<file path="src/gpe_pkg.sv">
// package: register map, field layout and carriers for the input polarity/event slice
package gpe_pkg;
	// ==========================================
	// register offsets
	localparam logic [7:0] ADDR_POLARITY_HI = 8'h1F;
	localparam logic [7:0] ADDR_POLARITY_TOP = 8'h20;
	localparam logic [7:0] ADDR_ROUTE_LO = 8'h21;
	localparam logic [7:0] ADDR_ROUTE_HI = 8'h22;
	localparam logic [7:0] ADDR_ROUTE_TOP = 8'h23;
	// ==========================================
	// field layout
	localparam int PIN_COUNT = 19;
	localparam int LO_PINS = 8;
	localparam int TOP_BITS = 3;
	localparam int SLICE_HI_BASE = 8;
	localparam int SLICE_TOP_BASE = 16;
	localparam logic [7:0] TOP_MASK = 8'h07;
	localparam logic [7:0] READ_IDLE = 8'h00;
	localparam int REG_BITS = 8;
	localparam int POL_HI_LSB = 0;
	localparam int POL_TOP_LSB = 8;
	localparam int ROUTE_LO_LSB = 0;
	// ==========================================
	// reset values
	localparam logic [18:0] POLARITY_RESET = 19'h00000;
	localparam logic [18:0] ROUTE_RESET = 19'h00000;
	localparam logic [1:0] PRIME_DONE = 2'h3;
	localparam logic [1:0] PRIME_RESET = 2'h0;
	localparam logic [1:0] PRIME_STEP = 2'h1;
	localparam logic [10:0] POL_CFG_RESET = 11'h000;
	localparam logic [18:0] PIN_IMAGE_RESET = 19'h00000;
	localparam logic [18:0] FLAG_RESET = 19'h00000;
	localparam logic STATUS_RESET = 1'b0;
	// ==========================================
	// carriers
	typedef struct packed {
		logic [10:0] polarity;
		logic [18:0] route;
	} gpe_cfg_s;
	typedef struct packed {
		logic [18:0] pulse;
		logic [18:0] level;
		logic any;
	} gpe_event_s;
endpackage

</file>
<file path="src/gpe_input_route.sv">
// top module: input polarity and event routing registers with flag and event logic
`timescale 1ns/1ps
`default_nettype none
// How it works
// - inputs 9-16 polarity in register 0x1F
// - inputs 17-19 polarity, bits 7-3 reserved
// - flag set while level equals polarity
// - inputs 1-8 event routing in 0x21
// - inputs 9-16 event routing in 0x22
// - inputs 17-19 routing, bits 7-3 reserved
// - routed activity becomes FIFO and unlock event
// - routed activity raises the event interrupt
// - routed inputs never feed input summary
// - summary when flag, enable and condition hold
module gpe_input_route #(
	parameter int NUM_PINS = 19
) (
	// clock, reset, enable
	input wire logic MCLK_IN,
	input wire logic ARST_N_IN,
	input wire logic CE_IN,
	// register access from the serial interface
	input wire logic [7:0] REG_ADDR_IN,
	input wire logic REG_WR_IN,
	input wire logic REG_RD_IN,
	input wire logic [7:0] REG_WDATA_IN,
	output logic [7:0] REG_RDATA_OUT,
	// neighbour configuration, same clock
	input wire logic [7:0] POLARITY_LO_IN,
	input wire logic [18:0] IRQ_ENABLE_IN,
	input wire logic IRQ_COND_IN,
	// external pins
	input wire logic [18:0] GENERAL_INPUT_PIN_IN,
	// flags and events
	output logic [18:0] PIN_IRQ_FLAG_OUT,
	output logic INPUT_IRQ_SUMMARY_OUT,
	output logic [18:0] EVENT_PULSE_OUT,
	output logic [18:0] EVENT_LEVEL_OUT,
	output logic EVENT_IRQ_OUT
);
	// ==========================================
	// elaboration check
	// every bit position is fixed by the register map, so only one width fits
	if (NUM_PINS != gpe_pkg::PIN_COUNT) begin : g_bad_pins
		$error("NUM_PINS must equal the fixed register layout");
	end

	// ==========================================
	// helper functions
	// address match, shared by all five write decodes
	function automatic logic hit(input logic [7:0] addr, input logic [7:0] target);
		hit = (addr == target);
	endfunction

	// short registers keep three bits; the reserved rest reads as zero
	function automatic logic [7:0] top_view(input logic [gpe_pkg::TOP_BITS-1:0] field);
		top_view = 8'(field) & gpe_pkg::TOP_MASK;
	endfunction

	// one pin against its chosen active level
	function automatic logic level_match(input logic level, input logic polarity);
		level_match = (level == polarity);
	endfunction

	// ==========================================
	// write decode
	// bits 7..3 of a short register write are dropped, never stored
	logic wr_pol_hi;
	logic wr_pol_top;
	logic wr_route_lo;
	logic wr_route_hi;
	logic wr_route_top;
	logic [gpe_pkg::TOP_BITS-1:0] wdata_top;

	assign wr_pol_hi = REG_WR_IN && hit(REG_ADDR_IN, gpe_pkg::ADDR_POLARITY_HI);
	assign wr_pol_top = REG_WR_IN && hit(REG_ADDR_IN, gpe_pkg::ADDR_POLARITY_TOP);
	assign wr_route_lo = REG_WR_IN && hit(REG_ADDR_IN, gpe_pkg::ADDR_ROUTE_LO);
	assign wr_route_hi = REG_WR_IN && hit(REG_ADDR_IN, gpe_pkg::ADDR_ROUTE_HI);
	assign wr_route_top = REG_WR_IN && hit(REG_ADDR_IN, gpe_pkg::ADDR_ROUTE_TOP);
	assign wdata_top = REG_WDATA_IN[gpe_pkg::TOP_BITS-1:0];

	// ==========================================
	// configuration registers
	// one byte per register; a write to any other offset is simply ignored
	gpe_pkg::gpe_cfg_s cfg_reg;
	gpe_pkg::gpe_cfg_s cfg_next;

	always_comb begin
		cfg_next = cfg_reg;
		if (wr_pol_hi) begin
			cfg_next.polarity[gpe_pkg::POL_HI_LSB +: gpe_pkg::REG_BITS] = REG_WDATA_IN;
		end
		if (wr_pol_top) begin
			cfg_next.polarity[gpe_pkg::POL_TOP_LSB +: gpe_pkg::TOP_BITS] = wdata_top;
		end
		if (wr_route_lo) begin
			cfg_next.route[gpe_pkg::ROUTE_LO_LSB +: gpe_pkg::REG_BITS] = REG_WDATA_IN;
		end
		if (wr_route_hi) begin
			cfg_next.route[gpe_pkg::SLICE_HI_BASE +: gpe_pkg::REG_BITS] = REG_WDATA_IN;
		end
		if (wr_route_top) begin
			cfg_next.route[gpe_pkg::SLICE_TOP_BASE +: gpe_pkg::TOP_BITS] = wdata_top;
		end
	end

	// reset leaves inputs 9-19 active low and every input unrouted
	always_ff @(posedge MCLK_IN or negedge ARST_N_IN) begin
		if (!ARST_N_IN) begin
			cfg_reg.polarity <= gpe_pkg::POL_CFG_RESET;
			cfg_reg.route <= gpe_pkg::ROUTE_RESET;
		end else if (CE_IN) begin
			cfg_reg <= cfg_next;
		end
	end

	// ==========================================
	// read back views
	// reserved bits are masked again so a stray store could never leak out
	logic [7:0] view_pol_hi;
	logic [7:0] view_pol_top;
	logic [7:0] view_route_lo;
	logic [7:0] view_route_hi;
	logic [7:0] view_route_top;

	assign view_pol_hi = cfg_reg.polarity[gpe_pkg::POL_HI_LSB +: gpe_pkg::REG_BITS];
	assign view_pol_top = top_view(cfg_reg.polarity[gpe_pkg::POL_TOP_LSB +: gpe_pkg::TOP_BITS]);
	assign view_route_lo = cfg_reg.route[gpe_pkg::ROUTE_LO_LSB +: gpe_pkg::REG_BITS];
	assign view_route_hi = cfg_reg.route[gpe_pkg::SLICE_HI_BASE +: gpe_pkg::REG_BITS];
	assign view_route_top = top_view(cfg_reg.route[gpe_pkg::SLICE_TOP_BASE +: gpe_pkg::TOP_BITS]);

	// ==========================================
	// read data register
	// holds between reads so the host may pick the byte up at its own pace
	logic [7:0] rdata_reg;
	logic [7:0] rdata_next;

	always_comb begin
		rdata_next = rdata_reg;
		if (REG_RD_IN) begin
			// no error response: unmapped offsets read as zero
			case (REG_ADDR_IN)
				gpe_pkg::ADDR_POLARITY_HI: begin
					rdata_next = view_pol_hi;
				end
				gpe_pkg::ADDR_POLARITY_TOP: begin
					rdata_next = view_pol_top;
				end
				gpe_pkg::ADDR_ROUTE_LO: begin
					rdata_next = view_route_lo;
				end
				gpe_pkg::ADDR_ROUTE_HI: begin
					rdata_next = view_route_hi;
				end
				gpe_pkg::ADDR_ROUTE_TOP: begin
					rdata_next = view_route_top;
				end
				default: begin
					rdata_next = gpe_pkg::READ_IDLE;
				end
			endcase
		end
	end

	always_ff @(posedge MCLK_IN or negedge ARST_N_IN) begin
		if (!ARST_N_IN) begin
			rdata_reg <= gpe_pkg::READ_IDLE;
		end else if (CE_IN) begin
			rdata_reg <= rdata_next;
		end
	end

	// ==========================================
	// pin synchroniser
	// two flops before any logic reads a pin; a third copy keeps the last level
	logic [18:0] sync1_reg;
	logic [18:0] sync1_next;
	logic [18:0] sync2_reg;
	logic [18:0] sync2_next;
	logic [18:0] prev_reg;
	logic [18:0] prev_next;

	always_comb begin
		sync1_next = GENERAL_INPUT_PIN_IN;
		sync2_next = sync1_reg;
		prev_next = sync2_reg;
	end

	always_ff @(posedge MCLK_IN or negedge ARST_N_IN) begin
		if (!ARST_N_IN) begin
			sync1_reg <= gpe_pkg::PIN_IMAGE_RESET;
			sync2_reg <= gpe_pkg::PIN_IMAGE_RESET;
			prev_reg <= gpe_pkg::PIN_IMAGE_RESET;
		end else if (CE_IN) begin
			sync1_reg <= sync1_next;
			sync2_reg <= sync2_next;
			prev_reg <= prev_next;
		end
	end

	// ==========================================
	// start-up guard
	// the reset image of the pins is no real level, so no edge counts until
	// three enabled clocks refill the pipeline; costs three blind cycles
	logic [1:0] prime_reg;
	logic [1:0] prime_next;
	logic primed;

	always_comb begin
		prime_next = prime_reg;
		if (prime_reg != gpe_pkg::PRIME_DONE) begin
			prime_next = prime_reg + gpe_pkg::PRIME_STEP;
		end
	end

	always_ff @(posedge MCLK_IN or negedge ARST_N_IN) begin
		if (!ARST_N_IN) begin
			prime_reg <= gpe_pkg::PRIME_RESET;
		end else if (CE_IN) begin
			prime_reg <= prime_next;
		end
	end

	assign primed = (prime_reg == gpe_pkg::PRIME_DONE);

	// ==========================================
	// per-pin compare and activity
	// both edges of a synchronised pin count as activity
	logic [18:0] polarity_all;
	logic [18:0] flag_now;
	logic [18:0] activity;
	logic [18:0] routed_act;
	logic [18:0] summary_src;

	// inputs 1 to 8 take their polarity from the neighbouring register
	assign polarity_all = {cfg_reg.polarity, POLARITY_LO_IN};

	for (genvar i = 0; i < NUM_PINS; i++) begin : g_pin
		assign flag_now[i] = level_match(sync2_reg[i], polarity_all[i]);
		assign activity[i] = (sync2_reg[i] != prev_reg[i]) && primed;
		assign routed_act[i] = activity[i] && cfg_reg.route[i];
		assign summary_src[i] = flag_now[i] && IRQ_ENABLE_IN[i] && !cfg_reg.route[i];
	end

	// ==========================================
	// pin flags
	// level flags, not sticky: no clear exists, so no set/clear race
	logic [18:0] flag_reg;
	logic [18:0] flag_next;

	always_comb begin
		flag_next = flag_now;
	end

	always_ff @(posedge MCLK_IN or negedge ARST_N_IN) begin
		if (!ARST_N_IN) begin
			flag_reg <= gpe_pkg::FLAG_RESET;
		end else if (CE_IN) begin
			flag_reg <= flag_next;
		end
	end

	// ==========================================
	// summary interrupt
	// routed pins are masked before the OR; condition gates it last
	logic summary_reg;
	logic summary_next;

	always_comb begin
		summary_next = IRQ_COND_IN && (|summary_src);
	end

	always_ff @(posedge MCLK_IN or negedge ARST_N_IN) begin
		if (!ARST_N_IN) begin
			summary_reg <= gpe_pkg::STATUS_RESET;
		end else if (CE_IN) begin
			summary_reg <= summary_next;
		end
	end

	// ==========================================
	// events toward the fifo and unlock matcher
	// the pulse lasts one enabled cycle; the level rides along for the entry
	gpe_pkg::gpe_event_s evt_reg;
	gpe_pkg::gpe_event_s evt_next;

	always_comb begin
		evt_next.pulse = routed_act;
		evt_next.level = sync2_reg;
		evt_next.any = |routed_act;
	end

	always_ff @(posedge MCLK_IN or negedge ARST_N_IN) begin
		if (!ARST_N_IN) begin
			evt_reg <= '0;
		end else if (CE_IN) begin
			evt_reg <= evt_next;
		end
	end

	// ==========================================
	// outputs, all from flops
	assign REG_RDATA_OUT = rdata_reg;
	assign PIN_IRQ_FLAG_OUT = flag_reg;
	assign INPUT_IRQ_SUMMARY_OUT = summary_reg;
	assign EVENT_PULSE_OUT = evt_reg.pulse;
	assign EVENT_LEVEL_OUT = evt_reg.level;
	assign EVENT_IRQ_OUT = evt_reg.any;
endmodule // gpe_input_route
`default_nettype wire

</file>
<file path="config.mk">
export PLATFORM = sky130hd
export DESIGN_NAME = gpe_input_route
export DESIGN_NICKNAME = d
export VERILOG_FILES = /design/src/gpe_pkg.sv /design/src/gpe_input_route.sv
export SDC_FILE = /design/constraint.sdc
export NUM_CORES = 1
export LEC_CHECK = 0
export BUFFER_PORTS_ARGS = -buffer_cell sky130_fd_sc_hd__buf_2
export CORE_MARGIN = 5
export CORE_UTILIZATION = 45
export DETAILED_ROUTE_END_ITERATION = 10
export GPL_ROUTABILITY_DRIVEN = 0
export PLACE_DENSITY = 0.71
export SLEW_MARGIN = 10
export SYNTH_ARGS = -nofsm -noshare
export SYNTH_HDL_FRONTEND = slang
export SYNTH_SLANG_ARGS = --single-unit
</file>
<file path="constraint.sdc">
create_clock -name MCLK_IN -period 1.8 [get_ports MCLK_IN]
set_input_delay 0.18 -clock MCLK_IN [delete_from_list [all_inputs] [get_ports MCLK_IN]]
set_output_delay 0.18 -clock MCLK_IN [all_outputs]
set_load 0.1 [all_outputs]
</file>
==> impl_metrics.tcl <==
set metrics [dict create \
    ys_top_cells_by_count "137 x dfrtp_1, 110 x mux2_2, 21 x o21ai_0, 20 x xnor2_1, 19 x xor2_1" \
    p_clk_share_pct 35.9 \
    synth_seq_cells 137 \
    power.density_mw_per_mm2 1330 \
    cts-root-buf "clkbuf_16" \
    antenna_found_initial 1 \
    grt_pass1_wl_um 25900 \
    layout-drive-gt1-share_pct 50.5 \
    synth_largest_area_cell "dfrtp_1" \
    ys.flop_type "dfrtp_1" \
    maxCapViolations 0 \
    grt_util_met2_pct 33.5 \
    dp_slack_ps -90.1 \
    max_stage_delay_ps 430 \
    synth-edff-count 0 \
    use_met1_pct 26.6 \
    rsz0062_at_grt "true" \
    syn_avg_cell_area_sq_um 13.4 \
    ys_types 45 \
    hold_slack_ps 4.74 \
    yosysMostFrequentCell "dfrtp_1" \
    htreeDepth 4 \
    clock_skew_ps 14.1 \
    p_seq_share_pct 35.3 \
    worst_setup_path_end_kind "flop" \
    postRouteAntennaNets 0 \
    core_sq_mm 0.0132 \
    worstSkewPairLatency_ps 430 \
    total_leakage_power_nw 3.72 \
    wirelength_um 16100 \
    die_h_um 126 \
    fin_ws_ps 16.1 \
    r2r_end "EVENT_IRQ_OUT" \
    cts_buffer_depth 2 \
    initial_utilization_pct 45.9 \
    yosysWarnings 0 \
    r2r_cells 6 \
    cts_made_buffers 17 \
    synth_top_cells_by_area "dfrtp_1 56%, mux2_2 20%, xnor2_1 2.9%" \
    dieArea_sq_mm 0.0159 \
    nNetsFinal 703 \
    syn_area_sq_mm 0.00607 \
    yosys.area.top_type_share_pct 56.5 \
    grt_pass1_vias 4839 \
    worstPathMaxFanout 20 \
    largest_register_ffs 30 \
    critical_path_arrival_ps 2100 \
    hp-class "in -> reg" \
    route.detailed.drc 0 \
    max_freq_mhz 561 \
    critPathBufInv 1 \
    status "finished, final reports clean" \
    r2r_slack_ps 20 \
    first_pass_iters 6 \
    relSlewSlack_pct 61.1 \
    drv_slew 0 \
    crit_path_top_delay_cell "o41a_1" \
    syn_nets 523 \
    wire_per_inst_um 19.6 \
    n_antenna_cell 0 \
    grt_overflow 0 \
    critPathKind "reg -> reg" \
    track_usage_pct 20.9 \
    post-dp-hpwl_um 12000 \
    seq_area_sq_mm 0.00345 \
    vias 4472 \
    hp-start "GENERAL_INPUT_PIN_IN[12]" \
    power.ir.vdd_worst_mv 0.679 \
    busiest_layer "met2" \
    io_buffers 134 \
    viasPerCell 5.43 \
    path_delay_family "compound AO/OA/AOI/OAI gates" \
    cts_tree "yes" \
    cts.reportedPaths.clkPinSlew_ps 60 \
    drt_iter0_markers 306 \
    p_sw_share_pct 36.8 \
    intPower_w 0.00674 \
    cts_sinks 137 \
    p_switching_w 0.00393 \
    cp_data_required_time_ps 2110 \
    syn_inst 454 \
    ys_seq_area_share_pct 56.5 \
    areaGrowthSynthToFinish_pct 32.2 \
    nFillCells 1088 \
    hold_depth 2 \
    grt_max_degree 58 \
    path_cells "ha_4 -> buf_12 -> and2_1 -> a32oi_1 -> nand4_1 -> o41a_1" \
    multi_input_area_sq_mm 0.00253 \
    finalHoldViolCount 0 \
    ys_async_sr_fraction_pct 100 \
    crit_path_start_kind "flop" \
    setup_viol 0 \
    grt_util_met3_pct 6.01 \
    dieWidth_um 126 \
    rows 42 \
    finalCritPeriodShare_pct 99.1 \
    ios 135 \
    timing.rr.start "prime_reg[0]" \
    tightest_slew_ps 579 \
    hold_path_end "sync1_reg[12]" \
    layout_min_cycle_time_ps 1780 \
    comb_power_share_pct 28.8 \
]
## layout make-up
cell class | count | share of cell area, %
Clock buffer | 18 | 5.35
Clock inverter | 14 | 2.77
Inverter | 18 | 0.842
Multi-Input combinational cell | 283 | 31.5
Sequential cell | 137 | 43.0
Tap cell | 176 | 2.74
Timing Repair Buffer | 177 | 13.8
## worst max path at each step
stage,startpoint,end,cells past startpoint
finish,prime_reg[0],EVENT_IRQ_OUT,6
floorplan,EVENT_LEVEL_OUT[0],EVENT_IRQ_OUT,4
CTS,prime_reg[0],EVENT_IRQ_OUT,6
global placement,prime_reg[0],EVENT_IRQ_OUT,6
global route,prime_reg[0],EVENT_IRQ_OUT,6
detailed placement,prime_reg[0],EVENT_IRQ_OUT,6
## cells by family after synthesis
kind of cell | synth area share [%]
simple gates | 8.14
xor+xnor | 5.63
compound gates | 6.43
fa+ha+maj | 0.206
flops | 56.5
buf+inv | 2.25
mux | 20.9
## power by group through the flow
stage               registers [W]  logic [W]  clock network [W]
floorplan                 0.00529   0.000743                  0
global placement          0.00378    0.00295                  0
detailed placement        0.00380    0.00299                  0
CTS                       0.00375    0.00304            0.00387
global route              0.00381    0.00322            0.00401
finish                    0.00376    0.00308            0.00383
## worst register-to-register path, cell delays in order, from the launching register on
cell and delay, ps:
dfrtp_1 410, ha_4 200, buf_12 150, and2_1 190, a32oi_1 170, nand4_1 130
o41a_1 430
## metal layers
layer  wire [um]  part of all wire [%]
met1        6870                    43
met2        7850                    49
met3         986                   6.1
met4         411                   2.5
met5          13                 0.081
## cells in the final DEF (no fill, tap or decap), types with 2 or more instances in the layout
master / n
dfrtp_2: 8
dfrtp_4: 4
mux2i_1: 3
nor2b_1: 9
nand4_1: 10
clkbuf_16: 17
inv_1: 18
clkinv_4: 5
and3_1: 4
mux2_2: 110
a22o_1: 3
dfrtp_1: 125
a2bb2oi_1: 3
or2_2: 2
a32oi_1: 11
clkinvlp_4: 2
buf_12: 5
xor2_1: 19
buf_2: 132
nand2b_1: 2
and2_1: 3
nand3b_1: 4
a222oi_1: 5
dlygate4sd3_1: 17
nand2_1: 16
bufinv_16: 5
buf_4: 22
nand3_1: 11
o22ai_1: 3
o21ai_0: 21
xnor2_1: 20
a22oi_1: 3
## repair_timing
action,4_1_cts,5_1_grt
hold endpoints to repair,64,0
pin swaps,0,2
hold buffers,17,0
buffers inserted,0,0
setup endpoints to repair,1,1
resized for setup,3,4
## metrics by stage
stage               total power (W)  setup TNS [ps]  cells  utilization, %  instance area (sq um)
floorplan                   0.00603           -69.0    454               -                   6100
global placement            0.00673           -1.76    774            54.2                   7170
detailed placement          0.00679           -90.1    774            54.2                   7170
CTS                          0.0107               0    823            60.4                   8010
global route                 0.0110           -31.6    823            60.6                   8030
finish                       0.0107               0    823            60.6                   8030
Note: power is estimated with default switching activity, not from simulation.
